`src/rtl/ebid_consts.vh`:
```
`ifndef EBID_CONSTS_VH
`define EBID_CONSTS_VH

// Reset value of the program counter.
`define EBID_PC_RESET      13'h0000
// Increment applied to the program counter for each sequential fetch.
`define EBID_PC_STEP       13'h0001
// Instruction word that executes as a no-operation (flush filler).
`define EBID_NOP_WORD      14'h0000
// Reset value of the accumulator.
`define EBID_ACC_RESET     8'h00
// File address of the timer-zero count register.
`define EBID_TIMER_ADDR    7'h01
// File address of the I/O port whose reads come from the pins.
`define EBID_PORT_ADDR     7'h05
// Reset value of the file write address.
`define EBID_ADDR_RESET    7'h00

// Field positions inside the 14-bit instruction word.
`define EBID_DEST_BIT      7
`define EBID_FADDR_MSB     6
`define EBID_BIDX_MSB      9
`define EBID_BIDX_LSB      7
`define EBID_LIT8_MSB      7
`define EBID_LIT11_MSB     10

// Arithmetic and logic unit operation codes.
`define EBID_ALU_PASS      4'h0
`define EBID_ALU_ADD       4'h1
`define EBID_ALU_SUB       4'h2
`define EBID_ALU_AND       4'h3
`define EBID_ALU_OR        4'h4
`define EBID_ALU_XOR       4'h5
`define EBID_ALU_COM       4'h6
`define EBID_ALU_DEC       4'h7
`define EBID_ALU_INC       4'h8
`define EBID_ALU_RLC       4'h9
`define EBID_ALU_RRC       4'ha
`define EBID_ALU_SWAP      4'hb
`define EBID_ALU_ZERO      4'hc

`endif

```
`src/rtl/ebid_alu.v`:
```
`timescale 1ns/1ns
`default_nettype none
`include "ebid_consts.vh"

module ebid_alu (
	// Operation select and operands.
	input  wire [3:0] op,
	input  wire [7:0] x,
	input  wire [7:0] y,
	input  wire       cin,
	// Result and flag candidates.
	output reg  [7:0] res,
	output reg        cout,
	output reg        hcout,
	output wire       zout
);

	// Full sums for addition and for two's complement subtraction x - y.
	wire [8:0] add9 = {1'b0, x} + {1'b0, y};
	wire [4:0] addh = {1'b0, x[3:0]} + {1'b0, y[3:0]};
	wire [8:0] sub9 = {1'b0, x} + {1'b0, ~y} + 9'h001;
	wire [4:0] subh = {1'b0, x[3:0]} + {1'b0, ~y[3:0]} + 5'h01;

	// The zero candidate always follows the selected result.
	assign zout = (res == 8'h00);

	// Selects the result and carry candidates for the requested operation.
	always @* begin
		res   = x;
		cout  = cin;
		hcout = 1'b0;
		case (op)
			`EBID_ALU_ADD: begin
				res   = add9[7:0];
				cout  = add9[8];
				hcout = addh[4];
			end
			`EBID_ALU_SUB: begin
				// Carry set means no borrow occurred.
				res   = sub9[7:0];
				cout  = sub9[8];
				hcout = subh[4];
			end
			`EBID_ALU_AND:  res = x & y;
			`EBID_ALU_OR:   res = x | y;
			`EBID_ALU_XOR:  res = x ^ y;
			`EBID_ALU_COM:  res = ~x;
			`EBID_ALU_DEC:  res = x + 8'hff;
			`EBID_ALU_INC:  res = x + 8'h01;
			`EBID_ALU_RLC: begin
				res  = {x[6:0], cin};
				cout = x[7];
			end
			`EBID_ALU_RRC: begin
				res  = {cin, x[7:1]};
				cout = x[0];
			end
			`EBID_ALU_SWAP: res = {x[3:0], x[7:4]};
			`EBID_ALU_ZERO: res = 8'h00;
			default:        res = x;
		endcase
	end

endmodule
`default_nettype wire

```
`src/rtl/ebid_bitop.v`:
```
`timescale 1ns/1ns
`default_nettype none

module ebid_bitop (
	// Operand byte and selected bit position.
	input  wire [7:0] data,
	input  wire [2:0] idx,
	// Byte with the bit forced low or high, and the bit itself.
	output wire [7:0] cleared,
	output wire [7:0] set,
	output wire       bit_val
);

	// One-hot mask of the selected bit.
	wire [7:0] mask = 8'h01 << idx;

	assign cleared = data & ~mask;
	assign set     = data | mask;
	assign bit_val = |(data & mask);

endmodule
`default_nettype wire

```
`src/rtl/ebid_core.v`:
```
// Overview of operation
// - Destination bit picks accumulator or file.
// - Add and file-minus-acc update C, DC, Z.
// - Literal add and subtract update C, DC, Z.
// - Logical acc-with-file ops affect only zero.
// - Logical literal ops write acc, affect zero.
// - Don't-care encoding bits never change behaviour.
// - Invert, decrement, increment, copy affect only zero.
// - Rotates touch carry; nibble exchange no flags.
// - Clear file/acc set zero; store acc.
// - Step-and-skip ops skip when result zero.
// - Bit clear and set change no flags.
// - Bit tests discard next word when true.
// - Call pushes return, loads latched target.
// - Jump loads latched target, pushes nothing.
// - Watchdog clear resets counter, sets both bits.
// - Port reads use pin levels, not latch.
// - Timer-zero write clears its assigned prescaler.
// - Redirects and true tests take two cycles.
// - Operand fields decode at their full widths.
// - Interrupt return pops and sets interrupt enable.
// - Returns pop; literal return also loads acc.
// - Sleep clears watchdog, sets time-out, halts.
`timescale 1ns/1ns
`default_nettype none
`include "ebid_consts.vh"

module ebid_core (
	// Clock and synchronous active-low reset.
	input  wire        clk_sys,
	input  wire        resetn,
	// Program memory fetch.
	output reg  [12:0] pc_r,
	input  wire [13:0] instr_word,
	input  wire [4:0]  upper_address_latch,
	// File register read port.
	output reg  [6:0]  file_addr_r,
	input  wire [7:0]  file_rdata,
	input  wire [7:0]  port_pin_levels,
	// File register write port.
	output reg         file_we_r,
	output reg  [6:0]  file_wr_addr_r,
	output reg  [7:0]  file_wdata_r,
	// Return stack.
	output reg         stack_push_r,
	output reg  [12:0] stack_push_data_r,
	output reg         stack_pop_r,
	input  wire [12:0] stack_top,
	// Watchdog, timer, interrupt and sleep control.
	input  wire        prescaler_on_timer,
	input  wire        wake_req,
	output reg         watchdog_clear_r,
	output reg         timer_psc_clear_r,
	output reg         global_interrupt_enable_set_r,
	output reg         sleeping_r,
	// Core state.
	output reg  [7:0]  acc_r,
	output reg         carry_r,
	output reg         half_carry_flag_r,
	output reg         zero_r,
	output reg         timeout_status_bit_r,
	output reg         powerdown_status_bit_r
);

	// Word now executing; a flush loads the no-operation word.
	reg  [13:0] instr_r;

	// Decoded operand fields at their full widths.
	// operand field widths
	wire        dest_file = instr_r[`EBID_DEST_BIT];
	wire [7:0]  lit8      = instr_r[`EBID_LIT8_MSB:0];
	wire [10:0] lit11     = instr_r[`EBID_LIT11_MSB:0];
	wire [2:0]  bit_idx   = instr_r[`EBID_BIDX_MSB:`EBID_BIDX_LSB];

	// Latest value of the addressed file, with the pending write forwarded.
	wire [7:0]  file_fwd;
	// Value used as the file operand.
	wire [7:0]  file_val;

	// Decode results.
	reg  [3:0]  alu_op;        // Operation for the arithmetic unit.
	reg  [7:0]  opx;           // First arithmetic operand.
	reg  [7:0]  opy;           // Second arithmetic operand.
	reg         wr_acc;        // Result goes to the accumulator.
	reg         wr_file;       // Result goes to the addressed file.
	reg         upd_c;         // Carry takes the unit's carry.
	reg         upd_dc;        // Half carry takes the unit's half carry.
	reg         upd_z;         // Zero takes the unit's zero.
	reg         skip_on_zero;  // Skip when the result is zero.
	reg         skip_on_bit;   // Skip when the tested bit matches.
	reg         skip_bit_val;  // Bit value that causes the skip.
	reg         bit_clr;       // File result is the bit-cleared byte.
	reg         bit_set;       // File result is the bit-set byte.
	reg         do_jump;       // Absolute jump.
	reg         do_call;       // Subroutine call.
	reg         do_ret;        // Pop the return address.
	reg         do_retie;      // Pop and re-enable interrupts.
	reg         do_sleep;      // Enter sleep.
	reg         do_wdog;       // Clear the watchdog.

	// Arithmetic unit and bit unit outputs.
	wire [7:0]  alu_res;
	wire        alu_c;
	wire        alu_dc;
	wire        alu_z;
	wire [7:0]  bit_cleared;
	wire [7:0]  bit_setbyte;
	wire        bit_now;

	// Combined control terms.
	wire        skip_now;
	wire        redirect;
	wire [12:0] branch_target;
	wire [7:0]  wr_value;

	// A write issued last cycle has not reached the memory read port yet.
	assign file_fwd = (file_we_r && (file_wr_addr_r == file_addr_r)) ?
		file_wdata_r : file_rdata;

	assign file_val = (file_addr_r == `EBID_PORT_ADDR) ?
		port_pin_levels : file_fwd;

	// Arithmetic and logic unit.
	ebid_alu u_alu (
		.op    (alu_op),
		.x     (opx),
		.y     (opy),
		.cin   (carry_r),
		.res   (alu_res),
		.cout  (alu_c),
		.hcout (alu_dc),
		.zout  (alu_z)
	);

	// Bit select, force and test unit.
	ebid_bitop u_bitop (
		.data    (file_val),
		.idx     (bit_idx),
		.cleared (bit_cleared),
		.set     (bit_setbyte),
		.bit_val (bit_now)
	);

	// Decodes the executing word into operation controls.
	always @* begin
		alu_op       = `EBID_ALU_PASS;
		opx          = file_val;
		opy          = acc_r;
		wr_acc       = 1'b0;
		wr_file      = 1'b0;
		upd_c        = 1'b0;
		upd_dc       = 1'b0;
		upd_z        = 1'b0;
		skip_on_zero = 1'b0;
		skip_on_bit  = 1'b0;
		skip_bit_val = 1'b0;
		bit_clr      = 1'b0;
		bit_set      = 1'b0;
		do_jump      = 1'b0;
		do_call      = 1'b0;
		do_ret       = 1'b0;
		do_retie     = 1'b0;
		do_sleep     = 1'b0;
		do_wdog      = 1'b0;
		casez (instr_r)
			14'b00_0000_1???_????: begin
				opx     = acc_r;
				wr_file = 1'b1;
			end
			14'b00_0000_0000_1000: do_ret = 1'b1;
			14'b00_0000_0000_1001: begin
				do_ret   = 1'b1;
				do_retie = 1'b1;
			end
			14'b00_0000_0110_0100: do_wdog = 1'b1;
			14'b00_0000_0110_0011: do_sleep = 1'b1;
			// No-operation: nothing changes.
			14'b00_0000_0??0_0000: alu_op = `EBID_ALU_PASS;
			14'b00_0001_1???_????: begin
				alu_op  = `EBID_ALU_ZERO;
				wr_file = 1'b1;
				upd_z   = 1'b1;
			end
			14'b00_0001_0???_????: begin
				alu_op = `EBID_ALU_ZERO;
				wr_acc = 1'b1;
				upd_z  = 1'b1;
			end
			14'b00_0010_????_????: begin
				alu_op = `EBID_ALU_SUB;
				upd_c  = 1'b1;
				upd_dc = 1'b1;
				upd_z  = 1'b1;
			end
			14'b00_0111_????_????: begin
				alu_op = `EBID_ALU_ADD;
				upd_c  = 1'b1;
				upd_dc = 1'b1;
				upd_z  = 1'b1;
			end
			14'b00_0100_????_????: begin
				alu_op = `EBID_ALU_OR;
				upd_z  = 1'b1;
			end
			14'b00_0101_????_????: begin
				alu_op = `EBID_ALU_AND;
				upd_z  = 1'b1;
			end
			14'b00_0110_????_????: begin
				alu_op = `EBID_ALU_XOR;
				upd_z  = 1'b1;
			end
			14'b00_0011_????_????: begin
				alu_op = `EBID_ALU_DEC;
				upd_z  = 1'b1;
			end
			14'b00_1000_????_????: begin
				alu_op = `EBID_ALU_PASS;
				upd_z  = 1'b1;
			end
			14'b00_1001_????_????: begin
				alu_op = `EBID_ALU_COM;
				upd_z  = 1'b1;
			end
			14'b00_1010_????_????: begin
				alu_op = `EBID_ALU_INC;
				upd_z  = 1'b1;
			end
			14'b00_1011_????_????: begin
				alu_op       = `EBID_ALU_DEC;
				skip_on_zero = 1'b1;
			end
			14'b00_1111_????_????: begin
				alu_op       = `EBID_ALU_INC;
				skip_on_zero = 1'b1;
			end
			14'b00_1100_????_????: begin
				alu_op = `EBID_ALU_RRC;
				upd_c  = 1'b1;
			end
			14'b00_1101_????_????: begin
				alu_op = `EBID_ALU_RLC;
				upd_c  = 1'b1;
			end
			14'b00_1110_????_????: alu_op = `EBID_ALU_SWAP;
			14'b01_00??_????_????: begin
				bit_clr = 1'b1;
				wr_file = 1'b1;
			end
			14'b01_01??_????_????: begin
				bit_set = 1'b1;
				wr_file = 1'b1;
			end
			14'b01_10??_????_????: begin
				skip_on_bit  = 1'b1;
				skip_bit_val = 1'b0;
			end
			14'b01_11??_????_????: begin
				skip_on_bit  = 1'b1;
				skip_bit_val = 1'b1;
			end
			14'b10_0???_????_????: do_call = 1'b1;
			14'b10_1???_????_????: do_jump = 1'b1;
			// Load literal into the accumulator.
			14'b11_00??_????_????: begin
				opx    = lit8;
				wr_acc = 1'b1;
			end
			14'b11_01??_????_????: begin
				opx    = lit8;
				wr_acc = 1'b1;
				do_ret = 1'b1;
			end
			14'b11_1000_????_????: begin
				alu_op = `EBID_ALU_OR;
				opx    = lit8;
				wr_acc = 1'b1;
				upd_z  = 1'b1;
			end
			14'b11_1001_????_????: begin
				alu_op = `EBID_ALU_AND;
				opx    = lit8;
				wr_acc = 1'b1;
				upd_z  = 1'b1;
			end
			14'b11_1010_????_????: begin
				alu_op = `EBID_ALU_XOR;
				opx    = lit8;
				wr_acc = 1'b1;
				upd_z  = 1'b1;
			end
			14'b11_110?_????_????: begin
				alu_op = `EBID_ALU_SUB;
				opx    = lit8;
				wr_acc = 1'b1;
				upd_c  = 1'b1;
				upd_dc = 1'b1;
				upd_z  = 1'b1;
			end
			14'b11_111?_????_????: begin
				alu_op = `EBID_ALU_ADD;
				opx    = lit8;
				wr_acc = 1'b1;
				upd_c  = 1'b1;
				upd_dc = 1'b1;
				upd_z  = 1'b1;
			end
			default: alu_op = `EBID_ALU_PASS;
		endcase
		if (instr_r[13:12] == 2'b00 && instr_r[11:8] != 4'b0000 &&
			instr_r[11:8] != 4'b0001) begin
			wr_acc  = ~dest_file;
			wr_file = dest_file;
		end
	end

	assign skip_now = (skip_on_zero && alu_z) ||
		(skip_on_bit && (bit_now == skip_bit_val));
	assign redirect = do_jump || do_call || do_ret;
	assign branch_target = {upper_address_latch[4:3], lit11};
	// Bit operations write the forced byte; others write the unit result.
	assign wr_value = bit_clr ? bit_cleared :
		(bit_set ? bit_setbyte : alu_res);

	// Fetch, flush and program counter sequencing.
	always @(posedge clk_sys) begin
		if (!resetn) begin
			pc_r        <= `EBID_PC_RESET;
			instr_r     <= `EBID_NOP_WORD;
			file_addr_r <= `EBID_ADDR_RESET;
			sleeping_r  <= 1'b0;
		end else if (sleeping_r && !wake_req) begin
			// Halted: hold the counter and run no-operations.
			instr_r <= `EBID_NOP_WORD;
		end else if (do_sleep) begin
			sleeping_r <= 1'b1;
			instr_r    <= `EBID_NOP_WORD;
		end else if (redirect) begin
			pc_r    <= do_ret ? stack_top : branch_target;
			instr_r <= `EBID_NOP_WORD;
		end else if (skip_now) begin
			pc_r    <= pc_r + `EBID_PC_STEP;
			instr_r <= `EBID_NOP_WORD;
		end else begin
			sleeping_r  <= 1'b0;
			pc_r        <= pc_r + `EBID_PC_STEP;
			instr_r     <= instr_word;
			file_addr_r <= instr_word[`EBID_FADDR_MSB:0];
		end
	end

	// Accumulator, flags and file write-back.
	always @(posedge clk_sys) begin
		if (!resetn) begin
			acc_r              <= `EBID_ACC_RESET;
			carry_r            <= 1'b0;
			half_carry_flag_r  <= 1'b0;
			zero_r             <= 1'b0;
			file_we_r          <= 1'b0;
			file_wr_addr_r     <= `EBID_ADDR_RESET;
			file_wdata_r       <= `EBID_ACC_RESET;
			timer_psc_clear_r  <= 1'b0;
		end else begin
			if (wr_acc) begin
				acc_r <= alu_res;
			end
			// Flags change only where the operation names them.
			if (upd_c) begin
				carry_r <= alu_c;
			end
			if (upd_dc) begin
				half_carry_flag_r <= alu_dc;
			end
			if (upd_z) begin
				zero_r <= alu_z;
			end
			file_we_r      <= wr_file;
			file_wr_addr_r <= file_addr_r;
			file_wdata_r   <= wr_value;
			timer_psc_clear_r  <= wr_file && prescaler_on_timer &&
				(file_addr_r == `EBID_TIMER_ADDR);
		end
	end

	// Stack, watchdog, interrupt enable and power status.
	always @(posedge clk_sys) begin
		if (!resetn) begin
			stack_push_r                  <= 1'b0;
			stack_push_data_r             <= `EBID_PC_RESET;
			stack_pop_r                   <= 1'b0;
			watchdog_clear_r              <= 1'b0;
			global_interrupt_enable_set_r <= 1'b0;
			timeout_status_bit_r          <= 1'b1;
			powerdown_status_bit_r        <= 1'b1;
		end else begin
			stack_push_r      <= do_call;
			stack_push_data_r <= pc_r;
			stack_pop_r <= do_ret;
			global_interrupt_enable_set_r <= do_retie;
			watchdog_clear_r <= do_wdog || do_sleep;
			if (do_wdog) begin
				timeout_status_bit_r   <= 1'b1;
				powerdown_status_bit_r <= 1'b1;
			end else if (do_sleep) begin
				timeout_status_bit_r   <= 1'b1;
				powerdown_status_bit_r <= 1'b0;
			end
		end
	end

endmodule
`default_nettype wire

```
`config.mk`:
```
export PLATFORM = sky130hd
export DESIGN_NAME = ebid_core
export DESIGN_NICKNAME = d
export VERILOG_FILES = /design/src/rtl/ebid_alu.v /design/src/rtl/ebid_bitop.v /design/src/rtl/ebid_core.v
export VERILOG_INCLUDE_DIRS = /design/src /design/src/rtl
export SDC_FILE = /design/constraint.sdc
export NUM_CORES = 1
export LEC_CHECK = 0
export BUFFER_PORTS_ARGS = -buffer_cell sky130_fd_sc_hd__buf_2
export CORE_MARGIN = 1.5
export CORE_UTILIZATION = 46
export DETAILED_ROUTE_END_ITERATION = 16
export GPL_TIMING_DRIVEN = 0
export PLACE_DENSITY = 0.68
export SLEW_MARGIN = 10
export SYNTH_ARGS = -nofsm -noshare
export SYNTH_HDL_FRONTEND = slang
export SYNTH_SLANG_ARGS = --single-unit
```
`constraint.sdc`:
```
create_clock -name clk_sys -period 7.3 [get_ports clk_sys]
set_clock_uncertainty 0.1 [all_clocks]
set_input_delay 1.095 -clock clk_sys [delete_from_list [all_inputs] [get_ports clk_sys]]
set_output_delay 1.095 -clock clk_sys [all_outputs]
set_load 0.1 [all_outputs]
```
# Yosys cells after proc, flatten, opt, wreduce, memory -nomap -nowiden

Cells that the tools add are included.

Flip-flop bits (word level): 81
Input port bits: 52
Output and inout bits: 68
Word-level logic and storage cells: 170

Add/sub/neg operators: 9
Equality and inequality tests: 53
Shift operators: 1
Mux-type cells: 32
Bitwise gates (word level): 16
Reduce and logical (&&, ||, !) cells: 41

Operators by type and width:

| kind                                                              | count |
|---|---|
| 8-bit case mux with 12 select lines                               | 1 |
| 6-bit by 4-bit == test with 1-bit output (second input constant)  | 8 |
| 4-bit case mux with 12 select lines                               | 1 |
| 4-bit by 3-bit == test with 1-bit output (second input constant)  | 8 |
| 8-bit 2-to-1 mux                                                  | 4 |
| 14-bit by 4-bit == test with 1-bit output (second input constant) | 2 |
| 14-bit by 7-bit == test with 1-bit output (second input constant) | 2 |
| 4-bit == test (second input constant)                             | 7 |
| 13-bit 2-to-1 mux                                                 | 2 |
| 8-bit bitwise AND                                                 | 3 |
| 6-bit by 3-bit == test with 1-bit output (second input constant)  | 4 |
| 8-bit inverter                                                    | 3 |
| 2-bit OR reduction                                                | 11 |
| 1-bit 2-to-1 mux                                                  | 21 |
| 8-bit by 8-bit adder with 9-bit output                            | 2 |
| 6-bit == test (second input constant)                             | 3 |
| 8-bit bitwise OR                                                  | 2 |
| 8-bit case mux with 2 select lines                                | 1 |
| 16-bit OR reduction                                               | 1 |
| 8-bit OR reduction                                                | 2 |
| 7-bit by 1-bit == test with 1-bit output (second input constant)  | 2 |
| 7-bit by 2-bit == test with 1-bit output (second input constant)  | 2 |
| 13-bit by 1-bit adder with 13-bit output (second input constant)  | 1 |
| 6-bit by 2-bit == test with 1-bit output (second input constant)  | 2 |
| 34 further kinds                                                  | 57 |

# Logic depth before layout (Yosys ltp)

Depth after elaboration: 14
Gate-level depth with buffers: 21
Gate-level depth less buffers: 18

# By module

From an unflattened synthesis, not the netlist that was laid out.

Cells, all modules: 762
Area, all modules: 6208.5 sq um

By module, submodules not included:

| module     | times used | cells an instance | area each (sq um) | sequential area each (sq um) |
|---|---|---|---|---|
| ebid_core  | 1          | 432               | 3942.5            | 1621.6 |
| ebid_alu   | 1          | 299               | 2024.4            | 0.0 |
| ebid_bitop | 1          | 31                | 241.5             | 0.0 |

# Least setup slack after synthesis

Ideal clock, no wire load.

Path kind: flip-flop to flip-flop
Start: register file_addr_r[3]
End: register instr_r[13]
Setup time: 0.113 ns
Data arrival time: 5.340 ns
Required time: 7.087 ns
Setup slack: 1.747 ns
Cell stages (with the launch flop): 20
Buffers on the path: 1
Clock period less this slack: 5.553 ns
Cell sequence: dfxtp_1 -> xnor2_1 -> nand4_1 -> nor3_4 -> mux2_2 -> o31ai_2 -> inv_1 -> ha_1 -> fa_1 -> nor2b_1 -> o21ai_0 -> a211oi_1 -> o21ai_0 -> a31oi_1 -> nand4b_1 -> o32a_4 -> nor4_4 -> a311oi_4 -> buf_6 -> and2_4

Cells in the longest elaborated chain, start to end: 12
Elaborated cells between the ends (all ways): 24
Classes of those cells: add/sub (5); eq/ne (3); mux (4); bitwise (5); reduce/logical (7)

RTL lines:

| item                                   | RTL line        | text |
|---|---|---|
| start, declared                        | ebid_core.v:37  | `output reg [6:0] file_addr_r,` |
| start signal, assigned                 | ebid_core.v:330 | `` file_addr_r <= `EBID_ADDR_RESET; `` |
| start signal, assigned                 | ebid_core.v:348 | `` file_addr_r <= instr_word[`EBID_FADDR_MSB:0]; `` |
| 7-bit == test                          | ebid_core.v:117 | `assign file_fwd = (file_we_r && (file_wr_addr_r == file_addr_r)) ?` |
| 1-bit logical AND                      | ebid_core.v:117 |  |
| 8-bit 2-to-1 mux                       | ebid_core.v:117 |  |
| 8-bit 2-to-1 mux (*)                   | ebid_core.v:120 | `` assign file_val = (file_addr_r == `EBID_PORT_ADDR) ? `` |
| 8-bit case mux with 2 select lines     | ebid_core.v:165 | `casez (instr_r)` |
| 8-bit by 8-bit adder with 9-bit output | ebid_alu.v:21   | `wire [8:0] sub9 = {1'b0, x} + {1'b0, ~y} + 9'h001;` |
| 9-bit by 1-bit adder with 9-bit output | ebid_alu.v:21   |  |
| 8-bit case mux with 12 select lines    | ebid_alu.v:32   | `case (op)` |
| 8-bit zero test                        | ebid_alu.v:25   | `assign zout = (res == 8'h00);` |
| 1-bit logical AND                      | ebid_core.v:317 | `assign skip_now = (skip_on_zero && alu_z) \|\|` |
| 1-bit logical OR (*)                   | ebid_core.v:317 |  |
| 5-bit OR reduction (no line) (*)       | --              |  |
| end signal, assigned                   | ebid_core.v:329 | `` instr_r <= `EBID_NOP_WORD; `` |
| end signal, assigned                   | ebid_core.v:334 | `` instr_r <= `EBID_NOP_WORD; `` |
| end signal, assigned                   | ebid_core.v:337 | `` instr_r <= `EBID_NOP_WORD; `` |
| end, declared                          | ebid_core.v:66  | `reg [13:0] instr_r;` |

Mark *: on every way between the ends. The rest lies on a longest branch, timed or not.
A chain may end at the register's enable or synchronous reset.

# Final worst setup path

Start: register file_addr_r[2]
End: register file_addr_r[0]

Cells in the longest elaborated chain, start to end: 13
Elaborated cells between the ends (all ways): 25
Classes of those cells: add/sub (5); eq/ne (3); mux (4); bitwise (6); reduce/logical (7)

RTL lines:

| item                                   | RTL line |
|---|---|
| 7-bit == test                          | ebid_core.v:117 |
| 1-bit logical AND                      | ebid_core.v:117 |
| 8-bit 2-to-1 mux                       | ebid_core.v:117 |
| 8-bit 2-to-1 mux (*)                   | ebid_core.v:120 |
| 8-bit case mux with 2 select lines     | ebid_core.v:165 |
| 8-bit by 8-bit adder with 9-bit output | ebid_alu.v:21 |
| 9-bit by 1-bit adder with 9-bit output | ebid_alu.v:21 |
| 8-bit case mux with 12 select lines    | ebid_alu.v:32 |
| 8-bit zero test                        | ebid_alu.v:25 |
| 1-bit logical AND                      | ebid_core.v:317 |
| 1-bit logical OR (*)                   | ebid_core.v:317 |
| 1-bit inverter (no line) (*)           | -- |
| 4-bit AND reduction (no line) (*)      | -- |

Marked as above.

==> reports/summary.txt <==
Filler cell count = 1,262
WHS Path Cells = 1
Clk_lat worst skew = 0.34 ns
I/O pin count = 120
Slowest CP cell = dfxtp_1
CP most frequent cell = o21ai_0
Vias in the first global route = 5,958
Top FF cell, synth = dfxtp_1
Critical path peak fanout = 8
Data arrival, critical path = 6.13 ns
Critical path required time = 7.46 ns
Pin count of the biggest net entering global routing = 16
CTS H-Tree Depth = 3
Gpl congestion = 1.00
EDFF count, synth = 0
Vias per cell = 6.02
# port buffers = 115
Worst hold margin = 0.404 ns
Setup TNS = 0 ns
Area of the core = 0.0128 mm2
Non-Filler Instances = 1,073
Antenna cells = 0
PostCTS Resize Cnt = 0
CTS Sinks = 81
Number of remaining DRC errors = 0
R2r worst-path depth = 18
Estimated wirelength of the detail-placed design = 16.2 mm
Hold Vio Cnt, Final = 0
Sequential-to-total area share from yosys stat = 26.5%
Critical Path Sink Type = register
Flop and latch count out of synthesis = 81
Vias = 6,455
CP delay by family, top = compound AO/OA/AOI/OAI gates
Mapped Avg Cell Area = 7.93 um2
Fmax = 168 MHz
Sequence of cells on the critical path = xnor2_1 -> nand4_1 -> nor3_4 -> mux2_2 -> o31ai_2 -> inv_1 -> ha_1 -> fa_1 -> nor2b_1 -> o21ai_0 -> a211oi_1 -> o21ai_0 -> a31oi_1 -> nand4b_1 -> o32a_4 -> nor4_4 -> a41oi_2 -> o2bb2ai_1
Final Slew Violations = 0
Stages on worst setup path = 18
Maximum vdd drop = 0.163 mV
Routed length per instance = 19.2 um
Layout cell share with drive strength beyond 1 = 22.1%
Post-Route WL = 20.6 mm
Worst-Margin Slew = 1.10 ns
Tmin final = 5.97 ns
Crit path buf inv count = 1
Critical path type = reg2reg
Final net count = 982
Ys async rst share = 0%
DR pass1 iterations = 7
Total GRT Usage = 29.0%
Initial antenna violation count = 1
Post-route ant nets = 0
Global-route wire length before repair = 32.0 mm
Status = complete, no violations
Final-report setup violation count = 0
Synthesis Warnings = 0
Post-synth cell types = 86
Slew headroom = 26.0%
Syn_nets = 856
Iteration-0 DRC Markers = 785
Die area = 0.0140 mm2
Die Y = 118 um
Hold Path Class = reg2reg
Cell Area, Synth = 0.00611 mm2
RSZ-0062 raised after global routing = no
Largest stage delay on the critical path = 0.47 ns
Total Power = 1.63 mW
Synthesis-to-finish area growth = 18.1%
# Post-CTS Setup Buffers = 0
Maxcap violations = 0
Crit share post-route = 81.7%
Clock Tree Buf Depth = 2
Root Driver = clkbuf_16
Critical path startpoint category = register
Power density over the cells = 226 mW/mm2
Dpl cells = 1,057
Post-CTS Hold Buffers = 0
Grt ovf = 0
Lkg Pwr = 3.17 nW
Die Span X = 118 um
Number of CTS-inserted buffers = 9
CTS tree = done
CTS clk-pin slew, worst paths = 0.06 ns
Cells after synthesis = 770
# rows = 41
Starting density of the core = 47.8%
-- power by group --
group,switching (mW),internal (mW),total (mW)
clock network,0.195,0.268,0.463
logic,0.473,0.179,0.652
registers,0.0396,0.474,0.514
total,0.708,0.921,1.63
-- layout make-up --
class	count	area, um2	area share, %
plain buffers	39	195	2.71
clock buffers	9	225	3.12
clock inverters	7	76.3	1.06
inverters	41	154	2.13
multi-input cells	609	4150	57.6
flip-flops and latches	81	1620	22.5
well taps	172	215	2.98
repair buffers	115	576	7.98
-- cells in the mapped netlist, drive strengths merged, types with 4 or more instances --
| master | count | area (um2) |
|---|---|---|
| nor2 | 98 | 387 |
| dfxtp | 81 | 1620 |
| a21oi | 53 | 265 |
| nand2 | 49 | 184 |
| o21ai | 42 | 210 |
| inv | 40 | 150 |
| and2 | 36 | 258 |
| ha | 31 | 388 |
| clkbuf | 24 | 90.1 |
| a211oi | 19 | 143 |
| and3 | 19 | 119 |
| nor3 | 19 | 106 |
| nand3 | 17 | 85.1 |
| buf | 15 | 105 |
| a221oi | 13 | 114 |
| nor2b | 12 | 75.1 |
| mux2i | 11 | 110 |
| a22o | 10 | 96.4 |
| nand2b | 9 | 56.3 |
| nor3b | 9 | 67.6 |
| xnor2 | 9 | 78.8 |
| nand4 | 8 | 50.1 |
| o2bb2ai | 8 | 70.1 |
| a22oi | 7 | 57.6 |
| a31oi | 7 | 43.8 |
| mux2 | 7 | 78.8 |
| o211ai | 7 | 57.6 |
| o31ai | 7 | 57.6 |
| or2 | 7 | 46.3 |
| nor4 | 6 | 52.6 |
| or3 | 6 | 37.5 |
| a21o | 5 | 37.5 |
| nor4b | 5 | 88.8 |
| o21a | 5 | 37.5 |
| o21bai | 5 | 37.5 |
| a2111oi | 4 | 47.6 |
| o22ai | 4 | 25.0 |
-- layer usage --
layer / vias up / GRT usage [%] / share of wire, %
met5: - / 0 / 0.063
li1: 3077 / - / -
met2: 338 / 44.5 / 44
met1: 2998 / 40.3 / 45
met4: 2 / 8.61 / 2.1
met3: 40 / 6.56 / 8.4
-- cells in the final DEF (no fill, tap or decap), types with 4 or more instances in the layout --
master and instances:
o211ai_1 6, o21a_1 5, dfxtp_1 81, a22oi_1 6, mux2i_1 11, nand3_1 17, o21ai_1 5, a22o_1 9
buf_2 124, buf_6 4, nand2_1 49, nor2b_1 12, nor4_1 4, clkbuf_16 9, inv_1 40, a221oi_1 13
a21o_1 5, nor3b_1 9, nor2_1 96, o2bb2ai_1 8, or2_2 6, a31oi_1 7, ha_1 31, a21oi_1 53
nand4_1 8, o31ai_1 6, o21ai_0 37, a211oi_1 19, clkbuf_1 24, o21bai_1 5, and2_4 13, and2_1 23
or3_1 6, nand2b_1 9, nor3_1 18, xnor2_1 9, mux2_2 7, and3_1 19, o22ai_1 4
-- state kept, by name (all words and copies together) (netlist names), 7 cells and up --
| signal | flops |
|---|---|
| stack_push_data_r | 13 |
| file_wdata_r | 8 |
| file_wr_addr_r | 7 |
| pc_r | 13 |
| instr_r | 14 |
| file_addr_r | 7 |
| acc_r | 8 |
-- path summary, 6_finish.rpt --
| kind | from | slack [ns] | end |
|---|---|---|---|
| setup / recovery | file_addr_r[2] | 1.33 | file_addr_r[0] |
| hold / removal | pc_r[12] | 0.40 | stack_push_data_r[12] |
| setup reg to reg | file_addr_r[2] | 1.33 | file_addr_r[0] |
| hold reg to reg | pc_r[12] | 0.40 | stack_push_data_r[12] |
-- kinds of logic after synthesis --
group / share of synthesized area [%]
simple gates: 28.4
compound gates: 27.3
flops: 26.5
buf+inv: 5.71
fa+ha+maj: 7.33
mux: 3.09
xor+xnor: 1.58
other cells: 0.0614
-- per-stage QoR --
stage / area, um2 / utilization (%) / setup slack, ns
3_5_place_dp: 6910 / 54.1 / 1.44
5_1_grt: 7220 / 56.5 / 0.922
6_report: 7220 / 56.5 / 1.33
3_3_place_gp: 6900 / 54.0 / 1.41
4_1_cts: 7210 / 56.4 / 1.40
2_1_floorplan: 6110 / - / 1.75
No activity file was read; power rests on OpenSTA's default activity.
